`src/hdl/ptss_pkg.sv`:
```
package ptss_pkg;

    // ------------------------------------------------------------
    // Register offsets
    // ------------------------------------------------------------
    localparam logic [7:0] PTSS_OFS_FIXED = 8'h5c;
    localparam logic [7:0] PTSS_OFS_CTRL = 8'h5d;
    localparam logic [7:0] PTSS_OFS_EDGE = 8'h5e;
    localparam logic [7:0] PTSS_OFS_RSVD_LO = 8'h5f;
    localparam logic [7:0] PTSS_OFS_RSVD_HI = 8'h68;

    // ------------------------------------------------------------
    // Field positions and reset values
    // ------------------------------------------------------------
    localparam int PTSS_TEST_LSB = 0;
    localparam int PTSS_SRC_LSB = 2;
    localparam int PTSS_INC_LSB = 4;
    localparam int PTSS_EDGE_BIT = 0;
    localparam int PTSS_OBS_BIT = 1;
    localparam int PTSS_ID_LSB = 5;
    localparam int PTSS_RAW_SPLIT = 7;
    localparam logic [7:0] PTSS_FIXED_RST = 8'h00;
    localparam logic [7:0] PTSS_CTRL_RST = 8'h00;
    localparam logic [1:0] PTSS_EDGE_RST = 2'h0;
    // Arbitrary identity value shown in the top bits of the edge register.
    localparam logic [2:0] PTSS_ID_CODE = 3'h5;

    // ------------------------------------------------------------
    // Modes
    // ------------------------------------------------------------
    typedef enum logic [1:0] {
        PTSS_TEST_NORMAL = 2'b00,
        PTSS_TEST_BYP_FE = 2'b01,
        PTSS_TEST_RAW_MSB = 2'b10,
        PTSS_TEST_RAW_LSB = 2'b11
    } ptss_test_t;

    typedef enum logic [1:0] {
        PTSS_SRC_ADC = 2'b00,
        PTSS_SRC_FIXED = 2'b01,
        PTSS_SRC_CNT_SCAN = 2'b10,
        PTSS_SRC_CNT_LINE = 2'b11
    } ptss_src_t;

    typedef enum logic [1:0] {
        PTSS_INC_1 = 2'b00,
        PTSS_INC_4 = 2'b01,
        PTSS_INC_16 = 2'b10,
        PTSS_INC_NONE = 2'b11
    } ptss_inc_t;

    localparam logic [15:0] PTSS_STEP_1 = 16'h0001;
    localparam logic [15:0] PTSS_STEP_4 = 16'h0004;
    localparam logic [15:0] PTSS_STEP_16 = 16'h0010;
    localparam logic [15:0] PTSS_STEP_NONE = 16'h0000;

endpackage

```
`src/hdl/ptss_top.sv`:
```
// Design decision made here: strobed register access.
`timescale 1ns/1ns

// Overview of operation
// - Front-end bypass mode routes sensor past the front end, converter correction kept.
// - Raw MSB mode bypasses front end and correction, outputs uncorrected upper half.
// - Raw LSB mode bypasses front end and correction, outputs uncorrected lower half.
// - Source field picks converter output, fixed register word, or test counter.
// - Per-scan counter source clears the counter at each scan start.
// - Per-line counter source clears the counter at each line start.
// - Cleared counter holds zero and advances once per data pixel.
// - Increment field sets step 1, 4 or 16; fourth code gives no step.
// - One bit picks sampling edge; software keeps it at zero.
// - Observe bit drives the correction strobe onto the second lamp output.
module ptss_top (
    // Clock and reset
    input logic CLK_SYS,
    input logic RST,
    // Register port
    input logic [7:0] REG_ADDR,
    input logic [7:0] REG_WDATA,
    input logic REG_WR,
    input logic REG_RD,
    output logic [7:0] REG_RDATA,
    // Converter data and scan timing
    input logic [15:0] ADC_WORD,
    input logic [13:0] ADC_RAW,
    input logic PIX_VALID,
    input logic SCAN_START,
    input logic LINE_START,
    // Pixel processing feed
    output logic [15:0] PIX_DATA,
    output logic PIX_STB,
    // Front end controls
    output logic ANALOG_FRONT_END_BYPASS,
    output logic ADC_CORR_BYPASS,
    output logic SAMPLE_EDGE_FALL,
    // Lamp pin
    input logic CORR_STROBE_IN,
    input logic LAMP2_NORMAL_IN,
    output logic SECOND_LAMP_OUT
);
    import ptss_pkg::*;

    // ------------------------------------------------------------
    // Registers
    // ------------------------------------------------------------
    logic [7:0] fixed_reg;
    logic [7:0] ctrl_reg;
    logic [1:0] edge_reg;
    logic [7:0] rdata_reg;
    logic [15:0] counter_reg;
    logic [15:0] pix_data_reg;
    logic pix_stb_reg;
    logic fe_byp_reg;
    logic corr_byp_reg;
    logic edge_out_reg;
    logic lamp_reg;

    // ------------------------------------------------------------
    // Register decode
    // ------------------------------------------------------------
    wire wr_fixed = REG_WR && (REG_ADDR == PTSS_OFS_FIXED);
    wire wr_ctrl = REG_WR && (REG_ADDR == PTSS_OFS_CTRL);
    wire wr_edge = REG_WR && (REG_ADDR == PTSS_OFS_EDGE);
    wire wdata_edge_bit = REG_WDATA[PTSS_EDGE_BIT];
    wire rsvd_hit = (REG_ADDR >= PTSS_OFS_RSVD_LO) && (REG_ADDR <= PTSS_OFS_RSVD_HI);

    wire ptss_test_t test_mode = ptss_test_t'(ctrl_reg[PTSS_TEST_LSB +: 2]);
    wire ptss_src_t src_sel = ptss_src_t'(ctrl_reg[PTSS_SRC_LSB +: 2]);
    wire ptss_inc_t inc_sel = ptss_inc_t'(ctrl_reg[PTSS_INC_LSB +: 2]);
    wire obs_on = edge_reg[PTSS_OBS_BIT];

    logic [7:0] rd_mux;
    always_comb begin
        if (REG_ADDR == PTSS_OFS_FIXED) begin
            rd_mux = fixed_reg;
        end else if (REG_ADDR == PTSS_OFS_CTRL) begin
            rd_mux = ctrl_reg;
        end else if (REG_ADDR == PTSS_OFS_EDGE) begin
            rd_mux = {PTSS_ID_CODE, 3'h0, edge_reg};
        end else if (rsvd_hit) begin
            rd_mux = 8'h00;
        end else begin
            rd_mux = 8'h00;
        end
    end

    always_ff @(posedge CLK_SYS) begin
        if (RST) begin
            fixed_reg <= PTSS_FIXED_RST;
            ctrl_reg <= PTSS_CTRL_RST;
            edge_reg <= PTSS_EDGE_RST;
        end else begin
            if (wr_fixed) begin
                fixed_reg <= REG_WDATA;
            end
            if (wr_ctrl) begin
                ctrl_reg <= REG_WDATA;
            end
            if (wr_edge) begin
                edge_reg <= REG_WDATA[1:0];
            end
        end
    end

    // Read data stands only in the cycle after the read strobe.
    always_ff @(posedge CLK_SYS) begin
        if (RST) begin
            rdata_reg <= 8'h00;
        end else begin
            rdata_reg <= REG_RD ? rd_mux : 8'h00;
        end
    end

    // ------------------------------------------------------------
    // Test counter
    // ------------------------------------------------------------
    function automatic logic [15:0] step_of(input ptss_inc_t sel);
        case (sel)
            PTSS_INC_1: step_of = PTSS_STEP_1;
            PTSS_INC_4: step_of = PTSS_STEP_4;
            PTSS_INC_16: step_of = PTSS_STEP_16;
            default: step_of = PTSS_STEP_NONE;
        endcase
    endfunction

    wire [15:0] step = step_of(inc_sel);
    wire cnt_src = (src_sel == PTSS_SRC_CNT_SCAN) || (src_sel == PTSS_SRC_CNT_LINE);
    wire clr_scan = (src_sel == PTSS_SRC_CNT_SCAN) && SCAN_START;
    wire clr_line = (src_sel == PTSS_SRC_CNT_LINE) && LINE_START;
    wire cnt_clr = clr_scan || clr_line;
    wire [15:0] cnt_cur = cnt_clr ? 16'h0000 : counter_reg;
    wire [15:0] cnt_sum = cnt_cur + step;
    wire [15:0] counter_next = (PIX_VALID && cnt_src) ? cnt_sum : cnt_cur;

    always_ff @(posedge CLK_SYS) begin
        if (RST) begin
            counter_reg <= 16'h0000;
        end else begin
            counter_reg <= counter_next;
        end
    end

    // ------------------------------------------------------------
    // Source selection
    // ------------------------------------------------------------
    wire [15:0] raw_msb_word = {ADC_RAW[13:PTSS_RAW_SPLIT], 9'h000};
    wire [15:0] raw_lsb_word = {ADC_RAW[PTSS_RAW_SPLIT-1:0], 9'h000};
    wire [15:0] fixed_word = {fixed_reg, ctrl_reg};
    wire [15:0] adc_sel_word = (test_mode == PTSS_TEST_RAW_MSB) ? raw_msb_word :
                               (test_mode == PTSS_TEST_RAW_LSB) ? raw_lsb_word : ADC_WORD;
    wire [15:0] pix_data_next = (src_sel == PTSS_SRC_ADC) ? adc_sel_word :
                                (src_sel == PTSS_SRC_FIXED) ? fixed_word : cnt_cur;

    // Each pixel slot yields one word one cycle later; line timing is unchanged.
    always_ff @(posedge CLK_SYS) begin
        if (RST) begin
            pix_data_reg <= 16'h0000;
            pix_stb_reg <= 1'b0;
        end else begin
            pix_stb_reg <= PIX_VALID;
            if (PIX_VALID) begin
                pix_data_reg <= pix_data_next;
            end
        end
    end

    // ------------------------------------------------------------
    // Front end and lamp pin
    // ------------------------------------------------------------
    wire fe_byp_next = (test_mode != PTSS_TEST_NORMAL);
    wire corr_byp_next = (test_mode == PTSS_TEST_RAW_MSB) || (test_mode == PTSS_TEST_RAW_LSB);
    wire lamp_next = obs_on ? CORR_STROBE_IN : LAMP2_NORMAL_IN;

    always_ff @(posedge CLK_SYS) begin
        if (RST) begin
            fe_byp_reg <= 1'b0;
            corr_byp_reg <= 1'b0;
            edge_out_reg <= 1'b0;
            lamp_reg <= 1'b0;
        end else begin
            fe_byp_reg <= fe_byp_next;
            corr_byp_reg <= corr_byp_next;
            edge_out_reg <= edge_reg[PTSS_EDGE_BIT];
            lamp_reg <= lamp_next;
        end
    end

    assign REG_RDATA = rdata_reg;
    assign PIX_DATA = pix_data_reg;
    assign PIX_STB = pix_stb_reg;
    assign ANALOG_FRONT_END_BYPASS = fe_byp_reg;
    assign ADC_CORR_BYPASS = corr_byp_reg;
    assign SAMPLE_EDGE_FALL = edge_out_reg;
    assign SECOND_LAMP_OUT = lamp_reg;
endmodule

```
`config.mk`:
```
export PLATFORM = sky130hd
export DESIGN_NAME = ptss_top
export DESIGN_NICKNAME = d
export VERILOG_FILES = /design/src/hdl/ptss_pkg.sv /design/src/hdl/ptss_top.sv
export SDC_FILE = /design/constraint.sdc
export NUM_CORES = 1
export LEC_CHECK = 0
export ABC_CLOCK_PERIOD_IN_PS = 2800
export BUFFER_PORTS_ARGS = -buffer_cell sky130_fd_sc_hd__buf_2
export CORE_UTILIZATION = 54
export CTS_BUF_LIST = sky130_fd_sc_hd__clkbuf_8
export DETAILED_ROUTE_END_ITERATION = 12
export PLACE_DENSITY = 0.82
export SETUP_SLACK_MARGIN = 0.05
export SYNTH_ARGS = -nofsm -noshare
export SYNTH_HDL_FRONTEND = slang
export SYNTH_SLANG_ARGS = --single-unit
```
`constraint.sdc`:
```
create_clock -name CLK_SYS -period 2.8 [get_ports CLK_SYS]
set_input_delay 0.56 -clock CLK_SYS [delete_from_list [all_inputs] [get_ports CLK_SYS]]
set_output_delay 0.56 -clock CLK_SYS [all_outputs]
set_load 0.1 [all_outputs]
```
* Word level (Yosys, flattened, before mapping)
Index checks and enable logic that the tools add are counted.
Operators by class: $add $sub $neg 1, equality and inequality tests 10, reduce and logical (&&, ||, !) cells 13, bitwise operators 1, multiplexer cells 11
Operators by type and width (count):
- 16-bit two-way mux | 6
- 8-bit by 7-bit == test with 1-bit output (second input constant) | 3
- 8-bit two-way mux | 3
- 16-bit adder | 1
- 5-bit case mux with 3 select lines | 1
- 2-bit == test (second input constant) | 5
- 1-bit logical AND | 6
- 2-bit by 1-bit == test with 1-bit output (second input constant) | 2
- 2-bit zero test | 2
- 1-bit logical OR | 3
- 2-bit nonzero test | 1
- 2-bit OR reduction | 1
- 1-bit two-way mux | 1
- 1-bit inverter | 1
Word-level totals: output and inout port bits 29, input bits 55, word-level logic and storage cells 47, bits in registers 63

* Logic depth before layout (Yosys ltp)
Gate-level depths: netlist of run 1.
depth in word-level cells 6, mapped depth 11, gate-level depth less buffers 9

* Worst setup path before layout of run 1
OpenSTA, ideal clock, no wires.
kind input to register, start point input port LINE_START, end point register counter_reg[12], slack 0.238 ns, data required time 2.730 ns, path buffers 1, setup time 0.070 ns, arrival time 2.492 ns, stages 10, cells stage by stage mux2_2 -> nand2_1 -> buf_2 -> and2_1 -> ha_1 -> ha_1 -> a21o_1 -> a21oi_1 -> or4_1 -> a21oi_1
Between the ends: longest elaborated chain between the ends 5
Ends and longest elaborated chain:
- start, declared | RTL line ptss_top.sv:30 | input logic LINE_START,
- 1-bit logical AND (*) | RTL line ptss_top.sv:131 | wire clr_line = (src_sel == PTSS_SRC_CNT_LINE) && LINE_START;
- 1-bit logical OR (*) | RTL line ptss_top.sv:132 | wire cnt_clr = clr_scan || clr_line;
- 16-bit two-way mux (*) | RTL line ptss_top.sv:133 | wire [15:0] cnt_cur = cnt_clr ? 16'h0000 : counter_reg;
- 16-bit adder | RTL line ptss_top.sv:134 | wire [15:0] cnt_sum = cnt_cur + step;
- 16-bit two-way mux (*) | RTL line ptss_top.sv:135 | wire [15:0] counter_next = (PIX_VALID && cnt_src) ? cnt_sum : cnt_cur;
- end signal, assigned | RTL line ptss_top.sv:141 | counter_reg <= counter_next;
- end, declared | RTL line ptss_top.sv:52 | logic [15:0] counter_reg;
Every way passes the cells marked *; elsewhere a longest branch is shown, timed or not. A chain may end at the register's enable or synchronous reset.

* Worst setup path after layout of run 1
start point register ctrl_reg[2], end point register counter_reg[10]
Between the ends: longest elaborated chain between the ends 6, elaborated cells between the ends (all ways) 10, those cells by class 1 x add/sub; 2 x eq/ne; 2 x mux; 5 x reduce/logical
Ends and longest elaborated chain:
- start, declared | RTL line ptss_top.sv:49 | logic [7:0] ctrl_reg;
- start signal, assigned | RTL line ptss_top.sv:92 | ctrl_reg <= PTSS_CTRL_RST;
- start signal, assigned | RTL line ptss_top.sv:99 | ctrl_reg <= REG_WDATA;
- 2-bit == test, on equally long branches | RTL line ptss_top.sv:129, ptss_top.sv:130, ptss_top.sv:131
- 1-bit logical AND, on equally long branches | RTL line ptss_top.sv:130, ptss_top.sv:131
- 1-bit logical OR | RTL line ptss_top.sv:132
- 16-bit two-way mux | RTL line ptss_top.sv:133
- 16-bit adder | RTL line ptss_top.sv:134
- 16-bit two-way mux (*) | RTL line ptss_top.sv:135
Marked as above.

==> results of run 1 <==
-- final timing paths --
kind                    start              end  cells past startpoint
hold / removal    PIX_DATA[4]      PIX_DATA[4]                      2
setup / recovery  ctrl_reg[2]  counter_reg[10]                      9
hold reg to reg   PIX_DATA[4]      PIX_DATA[4]                      2
setup reg to reg  ctrl_reg[2]  counter_reg[10]                      9
-- layout by cell type, fill, tap and decap left out, drive strengths merged, types with 6 or more instances in the layout --
| cell | n |
|---|---|
| inv | 7 |
| buf | 91 |
| dfxtp | 63 |
| mux2i | 36 |
| a211oi | 22 |
| a2111oi | 7 |
| a21oi | 36 |
| or3 | 6 |
| nand3 | 10 |
| and2 | 9 |
| nor2 | 64 |
| nand2 | 17 |
| nor2b | 6 |
| clkbuf | 11 |
-- layer usage --
| metal | part of all wire | vias to the layer above |
|---|---|---|
| met3 | 0.069 | 21 |
| met2 | 0.45 | 138 |
| li1 | - | 1465 |
| met4 | 0.029 | 0 |
| met5 | 0 | - |
| met1 | 0.45 | 1363 |
-- Yosys cell counts, types with 2 or more instances --
library cell	number
a2111oi_0	6
a211oi_1	22
a21o_1	2
a21oi_1	36
a221oi_1	2
a22o_1	4
a22oi_1	4
and2_1	9
and4_1	2
buf_1	2
buf_2	4
buf_6	2
clkbuf_1	13
dfxtp_1	63
ha_1	4
inv_1	5
mux2i_1	35
nand2_1	16
nand2b_1	2
nand3_1	9
nand4_1	5
nor2_1	64
nor2b_1	6
o211ai_1	2
o21ai_0	4
o31a_1	2
o31ai_1	3
or3_1	6
or4_1	3
-- through the flow --
step / power (mW) / setup slack [ps] / util / area, µm²
after floorplan: 1.14 / 238 / - / 3100
after global placement: 1.21 / 171 / 0.646 / 3560
after detailed placement: 1.21 / 86.9 / 0.646 / 3560
after CTS: 2.08 / 348 / 0.687 / 3780
after global routing: 2.14 / 154 / 0.687 / 3780
final: 2.08 / 351 / 0.687 / 3780
-- worst reg2reg max path, delay by kind of cell (launching register included) --
| family | cells | cell delay, ps |
|---|---|---|
| fa+ha+maj | 2 | 380 |
| mux | 1 | 350 |
| compound gates | 3 | 440 |
| simple gates | 3 | 870 |
| flops | 1 | 340 |
-- area by class of cell --
type | instances | share of cell area
multi-input cells | 266 | 0.452
inverters | 6 | 0.00595
clock inverters | 5 | 0.0192
repair buffers | 91 | 0.126
clock buffers | 11 | 0.0400
flip-flops and latches | 63 | 0.333
well taps | 72 | 0.0238
-- power breakdown --
group          internal (mW)  switching, mW
clock                  0.542          0.345
sequential             0.913        0.00803
combinational         0.0712          0.201
-- logic make-up (layout without fill, tap and decap cells) --
group / Yosys count / after routing / synth area share
xor gates and xnor gates: 2 / 2 / 0.00565
muxes: 37 / 37 / 0.124
and+or+nand+nor: 127 / 127 / 0.195
adders and majority gates: 4 / 4 / 0.0161
AOI/OAI and AO/OA: 96 / 96 / 0.210
DFF: 63 / 63 / 0.407
buffers and inverters: 28 / 113 / 0.0416
==> summary.md, run 1 <==
| Metric | Value |
|---|---|
| Total half-perimeter wirelength after legalization and detailed placement | `5880 µm` |
| Number of global-route vias before repair | `2683` |
| Width of the die | `77.8 µm` |
| Setup slack of the most critical reg-to-reg path | `350 ps` |
| Count of input and output buffers | `83` |
| Cells taking the most area after synthesis | `dfxtp_1 (41%), mux2i_1 (11%), nor2_1 (7.8%)` |
| Overall die area | `0.00605 mm²` |
| Slowest stage cell on the critical path | `or4_1` |
| Unrepaired setup endpoints after global routing | `false` |
| Count of antenna-violating nets left after detailed routing | `0` |
| Number of sinks on the clock net | `63` |
| Actual slew at the worst max-slew pin | `656 ps` |
| Antenna violations before repair | `0` |
| Run status | `completed` |
| Met3 GRT Util | `0.0518` |
| Startpoint types | `flip-flop` |
| Min-Delay Path Class | `reg2reg` |
| Total gr overflow | `0` |
| Synthesized area per cell | `8.68 µm²` |
| Max-capacitance violation count | `0` |
| Buffers inserted during post-CTS setup optimization | `0` |
| Number of cells produced by synthesis | `357` |
| DRC | `0` |
| Total Wirelength | `8190 µm` |
| Tmin final | `2450 ps` |
| Vias post-DR | `2987` |
| Leading area contributor after synthesis | `dfxtp_1` |
| Register cell area after layout | `0.00126 mm²` |
| Drt pass-1 iters | `5` |
| Buffers from clock root to sink, at most | `2` |
| Family of cells with the greatest summed delay on the critical path | `simple AND/OR/NAND/NOR gates` |
| Global-route wire length before repair | `13300 µm` |
| # diodes | `0` |
| Worst-Skew Late Latency | `350 ps` |
| Unique masters post-synth | `49` |
| Flops & latches, synth | `63` |
| Share of final-layout standard cells stronger than drive strength 1 | `0.256` |
| Detailed-route wire length per cell | `15.9 µm` |
| CP max stage delay | `510 ps` |
| Syn-to-layout area delta | `22.0%` |
| Portion of synthesized cell area occupied by the leading cell type | `0.407` |
| Violation count after the first detailed-routing iteration | `192` |
| Via density | `5.81` |
| Worst hold slack | `460 ps` |
| Power density over the cells | `550 mW/mm²` |
| Count of synthesis-stage warnings from yosys | `0` |
| Number of flops mapped to enable cells by yosys | `0` |
| Max-Slew Margin vs Limit | `0.562` |
| Critical Path RT | `3070 ps` |
| Final #Nets | `496` |
| Root Buffer | `clkbuf_8` |
| Number of hold violations in the final report | `0` |
| Asr flop ratio synth | `0` |
| Post-synthesis cell area | `0.00310 mm²` |
| Non-filler instance count after layout | `514` |
| Post-Place Cells | `498` |
| Crit path capture type | `flip-flop` |
| Max-slew violations | `0` |
| Rows | `27` |
| Starting utilization of the core area | `0.563` |
| WP buf/inv | `0` |
| Filler cell count | `465` |
| Worst voltage drop across the vdd grid | `0.517 mV` |
| CTS H-tree depth | `3` |
| Final setup TNS | `0 ps` |
| Peak-usage layer in the global routing report | `met2` |
| Grt met1 use | `0.380` |
| Net count after synthesis | `416` |
| Worst-path maximum fanout | `8` |
| Clock tree from TritonCTS | `yes` |
| Clock transition at the registers of the reported paths | `60 ps` |
| Critical path cell sequence | `mux2_2 -> nand2_1 -> and2_1 -> ha_1 -> ha_1 -> a21o_1 -> a21oi_1 -> or4_1 -> a21oi_1` |
| Final period util | `0.874` |
| I/O pins | `84` |
| RePlAce Congestion | `0.901` |
| Top flip-flop cell by instance count after synthesis | `dfxtp_1` |
| Maximum number of pins on one net before global-route repair | `48` |
| Count of final setup violators | `0` |
| Worst Path Arrival | `2720 ps` |
| Post-CTS sizing | `0` |
| Met2 capacity usage during global routing | `0.429` |
| Final clock skew | `10.7 ps` |
| Start-to-end type of the worst setup path | `reg2reg` |
| Combined area of the multi-input logic cells | `0.00171 mm²` |
| Area of the core | `0.00551 mm²` |
| Die outline height | `77.8 µm` |
| Global-route usage over all layers | `0.284` |
| Cts hold-fix bufs | `0` |
| Inserted Clock Buffers | `9` |
| Part of the Yosys area used for sequential elements | `0.407` |
| Static leakage | `1.69 nW` |
| Maximum clock rate | `0.408 GHz` |
(Power assumes the default switching activity.)
==> run 2, diff against run 1 <==
--- a/config.mk
+++ b/config.mk
@@ -7,10 +7,13 @@
 export LEC_CHECK = 0
 export ABC_CLOCK_PERIOD_IN_PS = 2800
 export BUFFER_PORTS_ARGS = -buffer_cell sky130_fd_sc_hd__buf_2
+export CORE_MARGIN = 1.5
 export CORE_UTILIZATION = 54
 export CTS_BUF_LIST = sky130_fd_sc_hd__clkbuf_8
+export CTS_CLUSTER_SIZE = 10
 export DETAILED_ROUTE_END_ITERATION = 12
 export PLACE_DENSITY = 0.82
+export REMOVE_ABC_BUFFERS = 1
 export SETUP_SLACK_MARGIN = 0.05
 export SYNTH_ARGS = -nofsm -noshare
 export SYNTH_HDL_FRONTEND = slang
==> run 2 against run 1 <==
  * Hold slack better by 0.67 ps
  * Routed wire length fell by 4.5%
  * Core utilization decreased by 0.32 points
  * Critical path type unchanged
  * Largest power group unchanged
  * Highest routed layer unchanged
==> summary.md, run 2 (same netlist as run 1, synthesis figures left out) <==
| Metric | Value |
|---|---|
| Finished layout cell area | `0.00376 mm²` |
| # diodes | `0` |
| Clock tree from TritonCTS | `yes` |
| Sequential share of power | `0.474` |
| Max-slew violations | `0` |
| Worst R2R End | `counter_reg[12]` |
| RePlAce Congestion | `0.911` |
| Global-route usage over all layers | `0.267` |
| Power density over the cells | `516 mW/mm²` |
| Post-Place Cell Area | `0.00357 mm²` |
| Reg-to-reg critical path startpoint | `ctrl_reg[2]` |
| Total half-perimeter wirelength after legalization and detailed placement | `5670 µm` |
| Final period util | `0.901` |
| Startpoint types | `flip-flop` |
| Antenna violations before repair | `0` |
| Most common cell after layout, fill and taps aside | `buf_2` |
| Sum of met2 wire segment lengths after detailed routing | `3530 µm` |
| Clk network pwr share | `0.387` |
| Worst Path Arrival | `2800 ps` |
| Count of final setup violators | `0` |
| Top layer used by detailed routing | `met4` |
| Count of input and output buffers | `83` |
| DRC | `0` |
| Overall die area | `0.00620 mm²` |
| Worst voltage drop across the vdd grid | `0.486 mV` |
| Max-Slew Margin vs Limit | `0.583` |
| Unrepaired setup endpoints after global routing | `false` |
| CTS H-tree depth | `3` |
| Root Buffer | `clkbuf_8` |
| Non-filler instance count after layout | `516` |
| Inserted Clock Buffers | `9` |
| Detailed-routing wirelength on met1 | `3610 µm` |
| Cts hold-fix bufs | `0` |
| Worst reg2reg path depth | `9` |
| Number of hold violations in the final report | `0` |
| Instance count along the most critical hold path | `3` |
| Worst-path maximum fanout | `7` |
| Crit path capture type | `flip-flop` |
| Post-Place Cells | `500` |
| Clock transition at the registers of the reported paths | `70 ps` |
| Area of the core | `0.00551 mm²` |
| Syn-to-layout area delta | `21.5%` |
| Buffers from clock root to sink, at most | `2` |
| Tmin final | `2520 ps` |
| Setup slack of the most critical reg-to-reg path | `280 ps` |
| Drt pass-1 iters | `4` |
| Die outline height | `78.8 µm` |
| Width of the die | `78.8 µm` |
| Starting utilization of the core area | `0.563` |
| Violation count after the first detailed-routing iteration | `202` |
| Critical Path RT | `3080 ps` |
| Switching power | `0.556 mW` |
| Share of final-layout standard cells stronger than drive strength 1 | `0.264` |
| Detailed-route wire length per cell | `15.2 µm` |
| Actual slew at the worst max-slew pin | `623 ps` |
| Total Wirelength | `7830 µm` |
| Maximum number of pins on one net before global-route repair | `48` |
| Worst-Skew Late Latency | `350 ps` |
| Start-to-end type of the worst setup path | `reg2reg` |
| Via density | `5.71` |
| Switching part of the total | `0.286` |
| Final clock skew | `10.6 ps` |
| Min-Delay Path Class | `in2reg` |
| Max-capacitance violation count | `0` |
| Number of global-route vias before repair | `2699` |
| Detailed route wirelength on metal3 | `472 µm` |
| Vias post-DR | `2946` |
| Power share of the combinational group | `0.139` |
| Maximum clock rate | `0.396 GHz` |
| Rows | `27` |
| Static leakage | `1.68 nW` |
| Final #Nets | `498` |
| Worst setup path start | `ctrl_reg[2]` |
| Total gr overflow | `0` |
| Global-route wire length before repair | `12800 µm` |
| Count of antenna-violating nets left after detailed routing | `0` |
| Int Pwr | `1.39 mW` |
| Hold Crit Start | `LAMP2_NORMAL_IN` |
| Number of sinks on the clock net | `63` |
| Worst Hold Path EP | `SECOND_LAMP_OUT` |
| Run status | `completed` |
| Most used cells in the layout excluding fill and tap cells | `buf_2 (83), nor2_1 (64), dfxtp_1 (63)` |
| I/O pins | `84` |
| Tot Pwr | `1.94 mW` |
-- run 2: cell type report --
class                   instances  area (µm²)
fillers                       452        1740
repair buffers                 93         490
clock buffers                   9         124
inverters                       6        22.5
multi-input cells             266        1710
well taps                      72        90.1
clock inverters                 7        65.1
flip-flops and latches         63        1260
-- run 2: worst max path at each step --
| stage | endpoint | slack (ps) | cells past startpoint |
|---|---|---|---|
| final | counter_reg[12] | 280 | 9 |
| after global routing | counter_reg[8] | 100 | 10 |
| after CTS | counter_reg[12] | 220 | 9 |
| after detailed placement | counter_reg[10] | 30 | 10 |
| after global placement | counter_reg[10] | 110 | 10 |
| after floorplan | counter_reg[12] | -100 | 9 |
-- run 2: critical path: stages, from the launching register on --
cell and delay [ps]:
dfxtp_1 380, mux2_2 370, nand2_2 150, and2_1 150, ha_1 180, ha_1 200
a21o_1 150, a21oi_1 170, or4_1 560, a21oi_1 150
-- run 2: stage by stage --
stage,worst slack [ps],hold WS (ps),TNS (ps),util
2_1_floorplan,-97.2,443,-292,-
3_3_place_gp,113,446,0,0.649
3_5_place_dp,34.2,458,0,0.649
4_1_cts,224,455,0,0.683
5_1_grt,103,462,0,0.684
6_report,277,461,0,0.684
-- run 2: per-layer routing --
metal,GRT usage,up-vias
met5,0,-
met2,0.411,99
li1,-,1468
met1,0.362,1358
met4,0.129,0
met3,0.0437,21
-- run 2: repair_timing --
action,4_1_cts,5_1_grt
endpoints found under the setup margin,0,3
resized for setup,0,1
buffers inserted,0,0
-- run 2: power groups by stage --
stage	clock (mW)	sequential, mW	combinational [mW]
floorplan	0	1.06	0.0568
global placement	0	0.941	0.267
detailed placement	0	0.942	0.269
CTS	0.764	0.922	0.270
global route	0.810	0.923	0.287
finish	0.752	0.922	0.271
